File: src/inc/ccr_pkg.sv
package ccr_pkg;
    localparam logic [6:0] CCR_I2C_ADDR = 7'h6b;
    localparam logic [7:0] CCR_OFS_INPUT_SOURCE_CONTROL = 8'h00;
    localparam logic [7:0] CCR_OFS_BOOST_TEMP = 8'h01;
    localparam logic [7:0] CCR_OFS_ADC_DETECT = 8'h02;
    localparam logic [7:0] CCR_OFS_CHARGE_BOOST_WD = 8'h03;
    localparam logic [7:0] CCR_OFS_LAST = 8'h03;
    localparam logic [7:0] CCR_RST_REG0 = 8'h08;
    localparam logic [7:0] CCR_RST_REG1 = 8'h06;
    localparam logic [7:0] CCR_RST_REG2 = 8'h11;
    localparam logic [7:0] CCR_RST_REG3 = 8'h1a;
    // reg0 fields
    localparam int CCR_B_HIZ = 7;
    localparam int CCR_B_LIM_PIN = 6;
    localparam logic [5:0] CCR_LIM_500MA = 6'h08;
    localparam logic [5:0] CCR_LIM_3250MA = 6'h3f;
    // reg1 fields
    localparam int CCR_B_COLD_THR = 5;
    localparam logic [1:0] CCR_HOT_THR_OFF = 2'h3;
    // reg2 fields
    localparam int CCR_B_ADC_GO = 7;
    localparam int CCR_B_ADC_RATE = 6;
    localparam int CCR_B_BOOST_FSEL = 5;
    localparam int CCR_B_ICO = 4;
    localparam int CCR_B_FORCE_DET = 1;
    localparam int CCR_B_AUTO_DET = 0;
    // reg3 fields
    localparam int CCR_B_BAT_LOAD = 7;
    localparam int CCR_B_WD_KICK = 6;
    localparam int CCR_B_BOOST_EN = 5;
    localparam int CCR_B_CHG_EN = 4;
    localparam int CCR_B_MIN_VBAT = 0;
    // bits that survive watchdog expiry, per register
    localparam logic [7:0] CCR_WD_KEEP0 = 8'h3f;
    localparam logic [7:0] CCR_WD_KEEP1 = 8'h1f;
    localparam logic [7:0] CCR_WD_KEEP2 = 8'h1d;
    localparam logic [7:0] CCR_WD_KEEP3 = 8'h0e;
    // input voltage limit in mV
    localparam logic [15:0] CCR_VIN_MIN_MV = 16'd3900;
    localparam logic [15:0] CCR_VIN_MAX_MV = 16'd15300;
    localparam logic [15:0] CCR_OFS_LSB_MV = 16'd100;
    localparam int CCR_ADC_PERIOD_MS = 1000;
    localparam int CCR_CLK_KHZ = 100000;
    localparam int CCR_ADC_PERIOD_CYC = CCR_ADC_PERIOD_MS * CCR_CLK_KHZ;
    typedef enum logic [1:0] {
        CCR_ST_ADDR = 2'b00,
        CCR_ST_REG = 2'b01,
        CCR_ST_DATA = 2'b11,
        CCR_ST_IGNORE = 2'b10
    } ccr_state_t;
endpackage

File: src/rtl/ccr_regs.sv
// Function
// - slave answers at 7-bit address 0x6b plus direction bit
// - 6-bit input current limit, 50 mA steps from 100 mA, register reset only
// - with pin enabled, applied limit is lower of register and pin limit
// - detection done loads 500 mA if select high, 3.25 A if low
// - reg0 bit7 high impedance, bit6 limit pin enable, watchdog resets both
// - 2-bit boost hot threshold, code 11 disables boost thermal protection
// - 1-bit boost cold threshold, 77% or 80%, watchdog resets it
// - 5-bit input voltage offset, 100 mV lsb, default 600 mV
// - computed input voltage threshold clamped between 3.9 V and 15.3 V
// - above 6 V unloaded, offset doubled; otherwise used as is
// - writing 1 starts conversion; bit read-only in continuous rate
// - start bit stays 1 during conversion or detection, then clears
// - rate bit 0 one-shot, 1 continuous every 1 s
// - boost frequency bit writes ignored while boost enabled
// - optimizer enable defaults 1, reg2 bits 3:2 reserved default 0
// - writing 1 to force-detection starts source detection
// - auto detection enabled runs detection on power plug-in
// - watchdog kick restarts timer and self-clears; host kicks periodically
// - reg3 bit5 boost output enable, bit7 battery load, watchdog reset
// - reg3 bit4 charge enable, default 1, watchdog reset
// - 3-bit minimum system voltage, 0.1 V steps from 3.0 V, default 101
// - minimum battery bit selects boost exit level 2.9 V or 2.5 V
// - watchdog expiry restores defaults except limit fields, minimum system voltage, reg2 bits 4:2 and auto detection enable
module ccr_regs
    import ccr_pkg::*;
#(
    parameter int ADC_PERIOD_CYC = CCR_ADC_PERIOD_CYC
)
(
    input wire logic clk_sys,
    input wire logic resetn,
    input wire logic scl_in,
    input wire logic sda_in,
    output logic sda_out,
    output logic sda_oe,
    input wire logic register_reset,
    input wire logic watchdog_expired,
    input wire logic source_select,
    input wire logic power_plugged,
    input wire logic detection_done,
    input wire logic adc_done,
    input wire logic [5:0] current_limit_pin,
    input wire logic input_above_6v,
    input wire logic [15:0] input_voltage_base_mv,
    output logic watchdog_restart,
    output logic detection_start,
    output logic adc_start,
    output logic high_impedance_enable,
    output logic [5:0] applied_current_limit,
    output logic [1:0] boost_hot_threshold,
    output logic boost_thermal_protect,
    output logic boost_cold_threshold,
    output logic [15:0] input_voltage_limit_mv,
    output logic adc_conversion_rate,
    output logic boost_frequency_select,
    output logic current_optimizer_enable,
    output logic auto_source_detection_enable,
    output logic battery_load_enable,
    output logic boost_output_enable,
    output logic charge_enable,
    output logic [2:0] minimum_system_voltage,
    output logic min_battery_select
);
    if (ADC_PERIOD_CYC < 2)
    begin
        $error("adc period too short");
    end

    logic [7:0] r0_reg, r1_reg, r2_reg, r3_reg;
    logic scl_q_reg, sda_q_reg;
    logic scl_rise, scl_fall, start_cond, stop_cond;
    ccr_state_t state_reg;
    logic [3:0] bit_cnt_reg;
    logic [7:0] shift_reg;
    logic rw_reg, ack_phase_reg, nack_reg;
    logic [7:0] ptr_reg;
    logic wr_strobe;
    logic [7:0] wr_data;
    logic det_busy_reg, adc_busy_reg;
    logic [31:0] rate_cnt_reg;
    logic plug_q_reg;
    logic [15:0] vin_raw;
    logic [7:0] rd_byte;

    function automatic logic [7:0] rd_mux(input logic [7:0] a);
        case (a)
            CCR_OFS_INPUT_SOURCE_CONTROL: rd_mux = r0_reg;
            CCR_OFS_BOOST_TEMP: rd_mux = r1_reg;
            CCR_OFS_ADC_DETECT: rd_mux = r2_reg;
            CCR_OFS_CHARGE_BOOST_WD: rd_mux = r3_reg;
            default: rd_mux = 8'hff;
        endcase
    endfunction
    assign rd_byte = rd_mux(state_reg == CCR_ST_ADDR ? ptr_reg
        : ptr_reg + 8'h1);

    // bus lines sampled once; edge seen against previous sample
    always_ff @(posedge clk_sys)
    begin
        if (!resetn)
        begin
            scl_q_reg <= 1'b1;
            sda_q_reg <= 1'b1;
        end
        else
        begin
            scl_q_reg <= scl_in;
            sda_q_reg <= sda_in;
        end
    end
    assign scl_rise = scl_in && !scl_q_reg;
    assign scl_fall = !scl_in && scl_q_reg;
    assign start_cond = scl_in && scl_q_reg && sda_q_reg && !sda_in;
    assign stop_cond = scl_in && scl_q_reg && !sda_q_reg && sda_in;

    // byte engine: data sampled on scl rise, driven after scl fall
    always_ff @(posedge clk_sys)
    begin
        if (!resetn)
        begin
            state_reg <= CCR_ST_IGNORE;
            bit_cnt_reg <= 4'h0;
            shift_reg <= 8'h00;
            rw_reg <= 1'b0;
            ack_phase_reg <= 1'b0;
            nack_reg <= 1'b0;
            ptr_reg <= 8'h00;
            sda_out <= 1'b1;
            sda_oe <= 1'b0;
        end
        else if (start_cond)
        begin
            state_reg <= CCR_ST_ADDR;
            bit_cnt_reg <= 4'h0;
            ack_phase_reg <= 1'b0;
            sda_oe <= 1'b0;
        end
        else if (stop_cond)
        begin
            state_reg <= CCR_ST_IGNORE;
            sda_oe <= 1'b0;
        end
        else if (state_reg != CCR_ST_IGNORE)
        begin
            if (scl_rise && !ack_phase_reg)
            begin
                shift_reg <= {shift_reg[6:0], sda_in};
                bit_cnt_reg <= bit_cnt_reg + 4'h1;
            end
            else if (scl_rise && ack_phase_reg && rw_reg
                     && state_reg == CCR_ST_DATA)
                nack_reg <= sda_in;
            if (scl_fall)
            begin
                if (!ack_phase_reg && bit_cnt_reg == 4'h8)
                begin
                    ack_phase_reg <= 1'b1;
                    bit_cnt_reg <= 4'h0;
                    sda_oe <= 1'b0;
                    case (state_reg)
                        CCR_ST_ADDR:
                        begin
                            if (shift_reg[7:1] == CCR_I2C_ADDR)
                            begin
                                rw_reg <= shift_reg[0];
                                sda_oe <= 1'b1;
                                sda_out <= 1'b0;
                            end
                            else
                                state_reg <= CCR_ST_IGNORE;
                        end
                        CCR_ST_REG:
                        begin
                            // undefined register: nack and go idle
                            if (shift_reg <= CCR_OFS_LAST)
                            begin
                                ptr_reg <= shift_reg;
                                sda_oe <= 1'b1;
                                sda_out <= 1'b0;
                            end
                            else
                                state_reg <= CCR_ST_IGNORE;
                        end
                        CCR_ST_DATA:
                        begin
                            if (!rw_reg)
                            begin
                                sda_oe <= 1'b1;
                                sda_out <= 1'b0;
                                ptr_reg <= ptr_reg + 8'h1;
                            end
                        end
                        default: state_reg <= CCR_ST_IGNORE;
                    endcase
                end
                else if (ack_phase_reg)
                begin
                    ack_phase_reg <= 1'b0;
                    sda_oe <= 1'b0;
                    if (state_reg == CCR_ST_ADDR)
                        state_reg <= rw_reg ? CCR_ST_DATA : CCR_ST_REG;
                    else if (state_reg == CCR_ST_REG)
                        state_reg <= CCR_ST_DATA;
                    else if (rw_reg && nack_reg)
                        state_reg <= CCR_ST_IGNORE;
                    else if (rw_reg)
                        ptr_reg <= ptr_reg + 8'h1;
                    // read data driven msb first, open drain
                    if (rw_reg && (state_reg == CCR_ST_ADDR
                        || (state_reg == CCR_ST_DATA && !nack_reg)))
                    begin
                        shift_reg <= rd_byte;
                        sda_oe <= !rd_byte[7];
                        sda_out <= 1'b0;
                    end
                end
                else if (rw_reg && state_reg == CCR_ST_DATA)
                begin
                    // rise already rotated the byte: next bit is on top
                    sda_oe <= !shift_reg[7];
                    sda_out <= 1'b0;
                end
            end
        end
    end

    // write lands when the eighth data bit has been shifted in
    assign wr_strobe = (state_reg == CCR_ST_DATA) && !rw_reg && scl_fall
        && !ack_phase_reg && bit_cnt_reg == 4'h8 && !start_cond
        && !stop_cond;
    assign wr_data = shift_reg;

    assign detection_start = (wr_strobe && ptr_reg == CCR_OFS_ADC_DETECT
        && wr_data[CCR_B_FORCE_DET])
        || (power_plugged && !plug_q_reg && r2_reg[CCR_B_AUTO_DET]);
    assign watchdog_restart = r3_reg[CCR_B_WD_KICK];

    always_ff @(posedge clk_sys)
    begin
        if (!resetn)
            plug_q_reg <= 1'b0;
        else
            plug_q_reg <= power_plugged;
    end

    // continuous conversion tick every second
    always_ff @(posedge clk_sys)
    begin
        if (!resetn || !r2_reg[CCR_B_ADC_RATE])
            rate_cnt_reg <= 32'h0;
        else if (rate_cnt_reg == 32'(ADC_PERIOD_CYC - 1))
            rate_cnt_reg <= 32'h0;
        else
            rate_cnt_reg <= rate_cnt_reg + 32'h1;
    end
    assign adc_start = (wr_strobe && ptr_reg == CCR_OFS_ADC_DETECT
        && wr_data[CCR_B_ADC_GO] && !r2_reg[CCR_B_ADC_RATE])
        || (r2_reg[CCR_B_ADC_RATE] && rate_cnt_reg == 32'h0);

    always_ff @(posedge clk_sys)
    begin
        if (!resetn)
        begin
            det_busy_reg <= 1'b0;
            adc_busy_reg <= 1'b0;
        end
        else
        begin
            if (detection_start)
                det_busy_reg <= 1'b1;
            else if (detection_done)
                det_busy_reg <= 1'b0;
            if (adc_start)
                adc_busy_reg <= 1'b1;
            else if (adc_done)
                adc_busy_reg <= 1'b0;
        end
    end

    // register reset, watchdog reset, host write and device updates
    always_ff @(posedge clk_sys)
    begin
        if (!resetn || register_reset)
        begin
            r0_reg <= CCR_RST_REG0;
            r1_reg <= CCR_RST_REG1;
            r2_reg <= CCR_RST_REG2;
            r3_reg <= CCR_RST_REG3;
        end
        else if (watchdog_expired)
        begin
            r0_reg <= (r0_reg & CCR_WD_KEEP0) | (CCR_RST_REG0 & ~CCR_WD_KEEP0);
            r1_reg <= (r1_reg & CCR_WD_KEEP1) | (CCR_RST_REG1 & ~CCR_WD_KEEP1);
            r2_reg <= (r2_reg & CCR_WD_KEEP2) | (CCR_RST_REG2 & ~CCR_WD_KEEP2);
            r3_reg <= (r3_reg & CCR_WD_KEEP3) | (CCR_RST_REG3 & ~CCR_WD_KEEP3);
        end
        else
        begin
            if (wr_strobe && ptr_reg == CCR_OFS_INPUT_SOURCE_CONTROL)
                r0_reg <= wr_data;
            else if (detection_done)
                r0_reg[5:0] <= source_select ? CCR_LIM_500MA
                                             : CCR_LIM_3250MA;
            if (wr_strobe && ptr_reg == CCR_OFS_BOOST_TEMP)
                r1_reg <= wr_data;
            if (wr_strobe && ptr_reg == CCR_OFS_ADC_DETECT)
            begin
                r2_reg[CCR_B_ADC_RATE] <= wr_data[CCR_B_ADC_RATE];
                if (!r3_reg[CCR_B_BOOST_EN])
                    r2_reg[CCR_B_BOOST_FSEL] <= wr_data[CCR_B_BOOST_FSEL];
                r2_reg[4:0] <= wr_data[4:0];
            end
            else if (detection_done)
                r2_reg[CCR_B_FORCE_DET] <= 1'b0;
            // start bit mirrors activity, so a late write cannot clear it
            r2_reg[CCR_B_ADC_GO] <= adc_start || detection_start
                || (adc_busy_reg && !adc_done)
                || (det_busy_reg && !detection_done);
            if (wr_strobe && ptr_reg == CCR_OFS_CHARGE_BOOST_WD)
                r3_reg <= wr_data;
            else
                r3_reg[CCR_B_WD_KICK] <= 1'b0;
        end
    end

    assign high_impedance_enable = r0_reg[CCR_B_HIZ];
    assign applied_current_limit = (r0_reg[CCR_B_LIM_PIN]
        && current_limit_pin < r0_reg[5:0]) ? current_limit_pin
        : r0_reg[5:0];
    assign boost_hot_threshold = r1_reg[7:6];
    assign boost_thermal_protect = r1_reg[7:6] != CCR_HOT_THR_OFF;
    assign boost_cold_threshold = r1_reg[CCR_B_COLD_THR];
    assign vin_raw = input_voltage_base_mv + (16'(r1_reg[4:0])
        * CCR_OFS_LSB_MV << input_above_6v);
    assign input_voltage_limit_mv = vin_raw < CCR_VIN_MIN_MV ? CCR_VIN_MIN_MV
        : vin_raw > CCR_VIN_MAX_MV ? CCR_VIN_MAX_MV : vin_raw;
    assign adc_conversion_rate = r2_reg[CCR_B_ADC_RATE];
    assign boost_frequency_select = r2_reg[CCR_B_BOOST_FSEL];
    assign current_optimizer_enable = r2_reg[CCR_B_ICO];
    assign auto_source_detection_enable = r2_reg[CCR_B_AUTO_DET];
    assign battery_load_enable = r3_reg[CCR_B_BAT_LOAD];
    assign boost_output_enable = r3_reg[CCR_B_BOOST_EN];
    assign charge_enable = r3_reg[CCR_B_CHG_EN];
    assign minimum_system_voltage = r3_reg[3:1];
    assign min_battery_select = r3_reg[CCR_B_MIN_VBAT];

    kick_clears_a: assert property (@(posedge clk_sys) disable iff (!resetn)
        r3_reg[CCR_B_WD_KICK] && !wr_strobe |=> !r3_reg[CCR_B_WD_KICK])
        else $error("kick bit did not self clear");
    freq_locked_a: assert property (@(posedge clk_sys) disable iff (!resetn)
        r3_reg[CCR_B_BOOST_EN] && !register_reset && !watchdog_expired
        |=> $stable(r2_reg[CCR_B_BOOST_FSEL]))
        else $error("boost frequency changed in boost");
    start_busy_a: assert property (@(posedge clk_sys) disable iff (!resetn)
        adc_start && !register_reset && !watchdog_expired
        |=> r2_reg[CCR_B_ADC_GO])
        else $error("start bit not set during conversion");
    det_result_a: assert property (@(posedge clk_sys) disable iff (!resetn)
        detection_done && !register_reset && !watchdog_expired && !wr_strobe
        |=> r0_reg[5:0] == ($past(source_select) ? 6'h08 : 6'h3f))
        else $error("detection result not loaded");
    wd_keep_a: assert property (@(posedge clk_sys) disable iff (!resetn)
        watchdog_expired && !register_reset
        |=> r0_reg[5:0] == $past(r0_reg[5:0]) && r3_reg[CCR_B_CHG_EN]
            && !r3_reg[CCR_B_BOOST_EN])
        else $error("watchdog expiry handling wrong");
    vin_clamp_a: assert property (@(posedge clk_sys) disable iff (!resetn)
        input_voltage_limit_mv >= 16'd3900
        && input_voltage_limit_mv <= 16'd15300)
        else $error("input voltage limit out of range");
    limit_min_a: assert property (@(posedge clk_sys) disable iff (!resetn)
        applied_current_limit <= r0_reg[5:0])
        else $error("applied limit above register");
    reg_reset_a: assert property (@(posedge clk_sys) disable iff (!resetn)
        register_reset |=> r0_reg == 8'h08 && r2_reg[7:1] == 7'h08
        && r3_reg == 8'h1a)
        else $error("register reset values wrong");
endmodule

File: config.mk
export PLATFORM = sky130hd
export DESIGN_NAME = ccr_regs
export DESIGN_NICKNAME = d
export VERILOG_FILES = /design/src/inc/ccr_pkg.sv /design/src/rtl/ccr_regs.sv
export SDC_FILE = /design/constraint.sdc
export NUM_CORES = 1
export LEC_CHECK = 0
export BUFFER_PORTS_ARGS = -buffer_cell sky130_fd_sc_hd__buf_2
export CAP_MARGIN = 20
export CORE_MARGIN = 1
export CORE_UTILIZATION = 35
export DETAILED_ROUTE_END_ITERATION = 10
export SLEW_MARGIN = 10
export SYNTH_ARGS = -nofsm -noshare
export SYNTH_HDL_FRONTEND = slang
export SYNTH_SLANG_ARGS = --single-unit
export TNS_END_PERCENT = 30
File: constraint.sdc
create_clock -name clk_sys -period 4.4 [get_ports clk_sys]
set_input_delay 0.44 -clock clk_sys [delete_from_list [all_inputs] [get_ports clk_sys]]
set_output_delay 0.44 -clock clk_sys [all_outputs]
set_load 0.02 [all_outputs]
---- After elaboration in Yosys (flattened, before gate mapping) ----
Cells that the tools add are included.
operators by class
  mux-type cells .......................... 60
  equality and inequality tests ........... 29
  shift-type cells ........................ 1
  multipliers ............................. 1
  bitwise operators ....................... 7
  magnitude comparators ................... 4
  add/sub/neg operators ................... 4
  reduce and logical (&&, ||, !) cells .... 95
operators by type and width
  operator                                                                 number
  8-bit 2-to-1 mux                                                         14
  1-bit logical AND                                                        35
  32-bit by 1-bit adder with 32-bit output, second input constant          1
  32-bit by 27-bit equality test with 1-bit output, second input constant  1
  8-bit by 2-bit equality test with 1-bit output, second input constant    4
  32-bit zero test                                                         1
  16-bit 2-to-1 mux                                                        2
  8-bit case mux with 4 select lines                                       1
  2-bit 2-to-1 mux                                                         12
  6-bit 2-to-1 mux                                                         4
  7-bit AND reduction                                                      3
  1-bit 2-to-1 mux                                                         20
  16-bit adder                                                             1
  8-bit by 1-bit equality test with 1-bit output, second input constant    2
  16-bit by 14-bit > comparator with 1-bit output, second input constant   1
  1-bit zero test                                                          16
  8-bit zero test                                                          2
  16-bit by 12-bit < comparator with 1-bit output, second input constant   1
  8-bit case mux with 2 select lines                                       1
  12-bit by 1-bit left shift with 16-bit output                            1
  4-bit 2-to-1 mux                                                         3
  2-bit inequality test, second input constant                             6
  3-bit inequality test, second input constant                             4
  12-bit AND reduction                                                     1
  30 further kinds                                                         64
word-level totals
  logic and storage cells ................. 229
  flip-flop bits (word level) ............. 96
  input port bits ......................... 33

---- Longest topological paths before layout ----
Gate-level depths: netlist of the first run.
  depth in word-level cells ............... 14
  gate-level depth with buffers ........... 19
  gate-level depth less buffers ........... 18

---- Worst setup path after synthesis of the first run ----
OpenSTA, ideal clock, no wires.
  path kind ............................... flip-flop to output port
  start ................................... register r1_reg[3]
  end ..................................... output input_voltage_limit_mv[10]
  slack ................................... -310 ps
  data arrival time ....................... 4,270 ps
  stages on the path, launching flop included .. 20
  data required time ...................... 3,960 ps
  cell sequence ........................... dfxtp_1 > inv_1 > ha_1 > inv_1 > ha_1 > ha_1 > ha_1 > a31o_2 > a21oi_1 > xnor2_1 > mux2i_1 > ha_1 > a21oi_1 > nor2b_1 > o21a_1 > a31o_1 > or3_4 > a32oi_2 > buf_6 > a21boi_1
between the ends
  word-level cells in the longest chain between the ends .. 6
  elaborated cells on any way between the ends .. 7
  those cells by class .................... 1 x add/sub; 1 x mul; 2 x order compare; 1 x shift; 2 x mux
ends and longest elaborated chain
  element                                          line             RTL
  from (decl)                                      ccr_regs.sv:70   logic [7:0] r0_reg, r1_reg, r2_reg, r3_reg;
  from (signal assigned)                           ccr_regs.sv:294  r1_reg <= (r1_reg & CCR_WD_KEEP1) | (CCR_RST_REG1 & ~CCR_WD_KEEP1);
  from (signal assigned)                           ccr_regs.sv:306  r1_reg <= wr_data;
  5-bit by 5-bit multiplier with 10-bit output *   ccr_regs.sv:335  * CCR_OFS_LSB_MV << input_above_6v);
  12-bit by 1-bit left shift with 16-bit output *  ccr_regs.sv:334  assign vin_raw = input_voltage_base_mv + (16'(r1_reg[4:0])
  16-bit adder *                                   ccr_regs.sv:334
  16-bit by 14-bit > comparator with 1-bit output  ccr_regs.sv:337  : vin_raw > CCR_VIN_MAX_MV ? CCR_VIN_MAX_MV : vin_raw;
  16-bit 2-to-1 mux                                ccr_regs.sv:337
  16-bit 2-to-1 mux *                              ccr_regs.sv:336  assign input_voltage_limit_mv = vin_raw < CCR_VIN_MIN_MV ? CCR_VIN_MIN_MV
  to (decl)                                        ccr_regs.sv:54   output logic [15:0] input_voltage_limit_mv,
Every way passes the cells marked *; elsewhere a longest branch is shown, timed or not.

---- Final worst setup path of the first run ----
  start ................................... register r1_reg[0]
  end ..................................... output input_voltage_limit_mv[7]
The elaborated chain is that of the path after synthesis.

==> summary.md, run 1 <==
| Metric | Value |
|---|---|
| Netlist area before placement | `6320 um^2` |
| Number of buffers inserted during clock tree synthesis | `9` |
| Worst r2r dst | `shift_reg[2]` |
| Worst Setup Path Type | `register to output port` |
| FF-to-FF setup slack | `1.43 ns` |
| Power density over cell area | `253 nW/um^2` |
| Core box area | `17500 um^2` |
| Post-DR vias/cell | `5.38` |
| Failing checks | `setup timing` |
| Top library cells by usage in the layout, fill and taps aside | `dfxtp_1, nand2_1, nor2_1` |
| Count of antenna diodes in the layout | `0` |
| First-pass GRT wire length | `27.6 mm` |
| Async set-reset flop share out of synthesis | `0%` |
| Overall die height | `136 um` |
| Clock root buffer master | `clkbuf_16` |
| Area Growth Syn to Fin | `24.1%` |
| End point of the critical path | `input_voltage_limit_mv[7]` |
| Count of cells along the worst hold path | `2` |
| Combinational share of power | `15.8%` |
| Clock network power share | `39.6%` |
| Synth Warn # | `0` |
| Sequential area share after synthesis | `30.4%` |
| Die outline area | `18600 um^2` |
| CTS Sinks | `96` |
| Final weighted congestion in routability-driven placement | `0.876` |
| Width of the die | `136 um` |
| Remaining routing DRC violations | `0` |
| Worst vdd ir | `0.185 mV` |
| Clock skew after layout | `0.00527 ns` |
| Number of flip-flops under the largest register name | `32` |
| Total Wirelength | `17.1 mm` |
| Register clock-pin slew on the reported worst setup and hold paths | `0.07 ns` |
| Num rows | `48` |
| Final-report max-slew violation count | `0` |
| Number of distinct standard cells referenced by the synthesized netlist | `77` |
| Setup repair after global routing missed its margin | `yes` |
| Largest cells by area after synthesis | `dfxtp_1, ha_1, nand2_1` |
| Sequential power share | `44.6%` |
| Largest net degree at the start of global routing | `31` |
| Clock tree from TritonCTS | `yes` |
| Overall power consumption | `1.98 mW` |
| Worst-Skew Late Latency | `0.35 ns` |
| Origin of the worst setup path | `r1_reg[0]` |
| Cell count after synthesis | `773` |
| Routed Antenna Nets | `0` |
| Result of the run | `complete, but fails checks` |
| CP max-delay cell | `fa_2` |
| Critical Path Most Common Cell | `ha_4` |
| Hpwl dp | `12.4 mm` |
| Fillers | `1745` |
| Share of final-layout standard cells stronger than drive strength 1 | `24.8%` |
| Setup TNS | `-3.77 ns` |
| Post-route worst setup slack | `-0.350 ns` |
| Worst endpoint required time | `3.96 ns` |
| Crit-path cells | `ha_4, ha_4, ha_4, fa_2, mux2_2, ha_1, and3_1, a221oi_2, o21ai_2, a31o_1, or3_4, a32oi_4, buf_6, a21bo_1, buf_6` |
| Number of enable flip-flop cells after synthesis | `0` |
| Final critical delay including setup and external delays | `4.75 ns` |
| Reg2Reg Depth | `7` |
| Max incr delay on CP | `0.44 ns` |
| Count of boundary I/O pins | `76` |
| Synth Area per Inst | `8.17 um^2` |
| Count of state elements after synthesis | `96` |
| CTS max path bufs | `2` |
| Vias | `5856` |
| Class of the tightest hold or removal check | `input pin to register` |
| Setup Viol. Count Final | `14` |
| Sw Pwr | `0.525 mW` |
| Primary FF master, synth | `dfxtp_1` |
| Grt ovf | `0` |
| Final cell count without fillers | `1089` |
| Overall routing resource usage | `19.0%` |
| First-pass detailed-route iteration total | `6` |
| Cell accounting for the most synthesized area | `dfxtp_1` |
| Least-Margin Pin Slew | `0.769 ns` |
| Depth of the CTS H-tree | `3` |
| Initial Util | `36.1%` |
| Reg2reg start | `ptr_reg[0]` |
| Headroom to the max-slew limit | `48.4%` |
| Hold_ws | `0.332 ns` |
| Count of nets after finishing | `936` |
| Highest fanout seen on the critical path | `6` |
| Final critical-path share of the clock period | `108%` |
| CP Launch Type | `register` |
| Number of global-route vias before repair | `5428` |
| Initial antenna violation count | `0` |
| Pleak | `2.99 nW` |
| Data arrival time of the critical path | `4.31 ns` |
| Most common library cell in the layout ignoring fill and taps | `dfxtp_1` |
| Switching Share | `26.5%` |
| Fraction of post-synthesis cell area in the top cell type by area | `30.4%` |
| Final-report hold violation count | `0` |
| Total of max-cap violations | `0` |
| Utilization after layout | `44.9%` |
| DRC marker count from the first detailed-route iteration | `475` |
| Internal power contribution | `1.46 mW` |
| Top achievable clock speed | `211 MHz` |
| Average wire per cell in the routed design | `15.7 um` |
| IO buf count | `73` |
| Crit end category | `output port` |
| Cell Count Post-Placement | `1063` |
-- Yosys cell counts, drive strengths merged, types with 2 or more instances --
cell type	number
a21bo	2
or4	3
ha	42
nor3b	5
a221oi	3
a21o	14
clkbuf	33
o2111ai	2
nand2b	13
a22o	2
mux2	19
a31oi	9
buf	11
nand2	77
a222oi	7
a21oi	56
o21ai	29
nor2	70
nor3	15
o21a	8
and4	6
xor2	29
o31ai	6
a22oi	5
a211o	2
nor4	6
o211ai	8
dfxtp	96
nand3	35
mux2i	10
xnor2	16
and2	8
o221ai	7
inv	21
and3	25
fa	2
a31o	3
or3	9
a211oi	4
a32oi	2
nor2b	18
a21boi	5
a2111oi	2
nand4	11
nand3b	3
-- cells by family after synthesis --
family / Yosys count / share of synthesized area, %
DFF: 96 / 30.4
xor gates and xnor gates: 45 / 6.24
and+or+nand+nor: 307 / 24.6
adders and majority gates: 44 / 8.95
muxes: 30 / 5.33
AOI/OAI and AO/OA: 185 / 19.9
other: 1 / 0.0594
buffers and inverters: 65 / 4.52
-- worst max-delay path: cells and delay by family, from the launching register on --
family,cells,cell delay [ns]
buf+inv,2,0.27
mux,1,0.28
simple gates,2,0.55
compound gates,5,1.08
flops,1,0.38
fa+ha+maj,5,1.38
-- through the flow --
| step | worst slack, ns | instance area, um^2 |
|---|---|---|
| 2_1_floorplan | 0.0111 | 6420 |
| 3_3_place_gp | -0.187 | 7120 |
| 3_5_place_dp | -0.279 | 7120 |
| 4_1_cts | -0.399 | 7700 |
| 5_1_grt | -0.509 | 7840 |
| 6_report | -0.350 | 7840 |
-- final cells by class --
| cell class | count | area (um^2) | area share [%] |
|---|---|---|---|
| clock buffer | 11 | 233 | 2.97 |
| clock inverter | 5 | 56.3 | 0.718 |
| inverter | 21 | 78.8 | 1.01 |
| multi-input combinational | 613 | 4480 | 57.1 |
| sequential | 96 | 1930 | 24.6 |
| tap | 225 | 282 | 3.59 |
| timing repair buffer | 118 | 787 | 10.0 |
-- worst min-delay path by stage --
| stage | from | end | slack (ns) |
|---|---|---|---|
| finish | power_plugged | plug_q_reg | 0.33 |
| detailed placement | r2_reg[1] | r2_reg[1] | 0.46 |
| CTS | power_plugged | plug_q_reg | 0.32 |
| global route | power_plugged | plug_q_reg | 0.35 |
| floorplan | r2_reg[1] | r2_reg[1] | 0.45 |
| global placement | sda_out | sda_out | 0.45 |
-- power groups by stage --
stage / logic, mW / registers, mW / clock network (mW)
after floorplan: 0.188 / 0.897 / 0
after global placement: 0.267 / 0.905 / 0
after detailed placement: 0.267 / 0.905 / 0
after CTS: 0.293 / 0.885 / 0.807
after global routing: 0.337 / 0.885 / 0.843
final: 0.313 / 0.884 / 0.785
-- routing by layer --
metal  vias up  GRT usage, %  wire (um)
li1       2971             -          -
met1      2709          25.8       8060
met2       158          29.9       7860
met3        18          3.62        931
met4         0          5.99        253
met5         -             0          0
-- repair_timing --
item	CTS	global route
gates resized for setup	45	26
hold buffers	0	0
setup buffers	6	3
endpoints found under the setup margin	14	14
pin swaps	19	9
gates cloned	1	0
endpoints found under the hold margin	0	0
Power figures use the tool's default switching activity.
==> run 2: changes to the inputs <==
- CTS_CLUSTER_SIZE: not set -> 16
- SKIP_LAST_GASP: not set -> 1
==> summary.md, run 2 (same netlist as run 1, synthesis figures left out) <==
| Metric | Value |
|---|---|
| Share of final-layout standard cells stronger than drive strength 1 | `24.7%` |
| Final critical-path share of the clock period | `108%` |
| First-pass GRT wire length | `27.6 mm` |
| Core box area | `17500 um^2` |
| Pleak | `2.98 nW` |
| Area occupied by registers | `1930 um^2` |
| Post-route worst setup slack | `-0.366 ns` |
| Most common library cell in the layout ignoring fill and taps | `dfxtp_1` |
| Footprint of the multi-input gates | `4480 um^2` |
| Count of nets after finishing | `937` |
| Top library cells by usage in the layout, fill and taps aside | `dfxtp_1, nand2_1, nor2_1` |
| Crit end category | `output port` |
| Clock tree from TritonCTS | `yes` |
| Routed Antenna Nets | `0` |
| Top achievable clock speed | `210 MHz` |
| Final-report max-slew violation count | `0` |
| Switching Share | `26.6%` |
| Stages on worst setup path | `15` |
| Total Wirelength | `17.2 mm` |
| IO buf count | `73` |
| Worst hold path endpoint | `plug_q_reg` |
| Placement Cell Area | `7120 um^2` |
| Crit-path cells | `ha_4, ha_4, ha_4, fa_2, mux2_2, ha_1, and3_1, a221oi_2, o21ai_2, a31o_1, or3_4, a32oi_4, buf_6, a21bo_1, buf_6` |
| Result of the run | `complete, but fails checks` |
| CTS max path bufs | `2` |
| Critical Path Most Common Cell | `ha_4` |
| Largest net degree at the start of global routing | `31` |
| Reg2Reg Depth | `7` |
| Failing checks | `setup timing` |
| Top Family by Delay on Critical Path | `adder cells` |
| Final std cell area, no fill | `7810 um^2` |
| Grt ovf | `0` |
| Register clock-pin slew on the reported worst setup and hold paths | `0.07 ns` |
| Max incr delay on CP | `0.44 ns` |
| Total of max-cap violations | `0` |
| Reg2reg start | `ptr_reg[0]` |
| Initial antenna violation count | `0` |
| Final-report hold violation count | `0` |
| Fillers | `1750` |
| Number of flip-flops under the largest register name | `32` |
| CTS Sinks | `96` |
| Number of buffers inserted during clock tree synthesis | `9` |
| Post-DR vias/cell | `5.39` |
| Final cell count without fillers | `1090` |
| Hpwl dp | `12.4 mm` |
| Data arrival time of the critical path | `4.33 ns` |
| Clock root buffer master | `clkbuf_16` |
| Overall routing resource usage | `19.0%` |
| Bufs and invs on worst path | `2` |
| Die outline area | `18600 um^2` |
| Cell Count Post-Placement | `1063` |
| Least-Margin Pin Slew | `0.728 ns` |
| Remaining routing DRC violations | `0` |
| FF-to-FF setup slack | `1.47 ns` |
| Final weighted congestion in routability-driven placement | `0.876` |
| Depth of the CTS H-tree | `3` |
| Clock skew after layout | `0.00527 ns` |
| Sw Pwr | `0.526 mW` |
| Launch point of the worst hold path | `power_plugged` |
| Average wire per cell in the routed design | `15.8 um` |
| Highest fanout seen on the critical path | `6` |
| First-pass detailed-route iteration total | `5` |
| Num rows | `48` |
| Vias | `5879` |
| Power density over cell area | `253 nW/um^2` |
| Setup Viol. Count Final | `14` |
| Worst vdd ir | `0.186 mV` |
| Area Growth Syn to Fin | `23.6%` |
| Worst Setup Path Type | `register to output port` |
| Hold-fix buffer count after cts | `0` |
| Number of global-route vias before repair | `5430` |
| Internal power contribution | `1.45 mW` |
| Utilization after layout | `44.7%` |
| Clock network power share | `39.8%` |
| Combinational share of power | `15.5%` |
| Sequential power share | `44.7%` |
| CP Launch Type | `register` |
| Initial Util | `36.1%` |
| Final critical delay including setup and external delays | `4.77 ns` |
| CP max-delay cell | `fa_2` |
| DRC marker count from the first detailed-route iteration | `505` |
| Count of cells along the worst hold path | `2` |
| Setup repair after global routing missed its margin | `yes` |
| Headroom to the max-slew limit | `51.1%` |
| Count of boundary I/O pins | `76` |
| Class of the tightest hold or removal check | `input pin to register` |
| Width of the die | `136 um` |
| Worst-Skew Late Latency | `0.35 ns` |
| Overall die height | `136 um` |
| Worst r2r dst | `shift_reg[2]` |
| Worst endpoint required time | `3.96 ns` |
| Count of antenna diodes in the layout | `0` |
run 2: power by group through the flow:
stage | registers [mW] | clock network, mW | logic [mW]
6_report | 0.884 | 0.787 | 0.307
5_1_grt | 0.885 | 0.843 | 0.331
4_1_cts | 0.885 | 0.807 | 0.289
3_5_place_dp | 0.905 | 0 | 0.267
3_3_place_gp | 0.905 | 0 | 0.267
2_1_floorplan | 0.897 | 0 | 0.188
run 2: cell type report:
type                            count  share of cell area [%]
Tap cell                          225                    3.61
Sequential cell                    96                    24.7
Clock buffer                       11                    2.98
Clock inverter                      5                   0.721
Inverter                           21                    1.01
Timing Repair Buffer              119                    9.68
Multi-Input combinational cell    613                    57.3
run 2: through the flow:
| step | hold WS, ns | setup slack (ns) | total power [mW] | TNS [ns] |
|---|---|---|---|---|
| detailed placement | 0.460 | -0.279 | 1.17 | -2.73 |
| global placement | 0.454 | -0.187 | 1.17 | -1.65 |
| finish | 0.331 | -0.366 | 1.98 | -4.06 |
| global route | 0.348 | -0.511 | 2.06 | -6.21 |
| floorplan | 0.445 | 0.0111 | 1.08 | 0 |
| CTS | 0.320 | -0.399 | 1.98 | -4.64 |
run 2: worst max path at each step:
stage	start	to	slack (ns)
after detailed placement	r1_reg[1]	input_voltage_limit_mv[7]	-0.28
after CTS	r1_reg[3]	input_voltage_limit_mv[7]	-0.40
after global placement	r1_reg[1]	input_voltage_limit_mv[7]	-0.19
final	r1_reg[0]	input_voltage_limit_mv[7]	-0.37
after floorplan	r1_reg[0]	input_voltage_limit_mv[2]	0.01
after global routing	r1_reg[3]	input_voltage_limit_mv[7]	-0.51
run 2: layer usage:
| metal | GRT usage [%] | vias up | wire length, um |
|---|---|---|---|
| met3 | 3.62 | 16 | 919 |
| met1 | 25.8 | 2734 | 8120 |
| met5 | 0 | - | 0 |
| met2 | 29.9 | 156 | 7910 |
| li1 | - | 2973 | - |
| met4 | 5.99 | 0 | 244 |
run 2: what timing repair did:
item	in CTS	in global routing
resized for setup	37	21
setup endpoints to repair	14	14
cloned	1	0
setup buffers	6	4
pin swaps	18	8
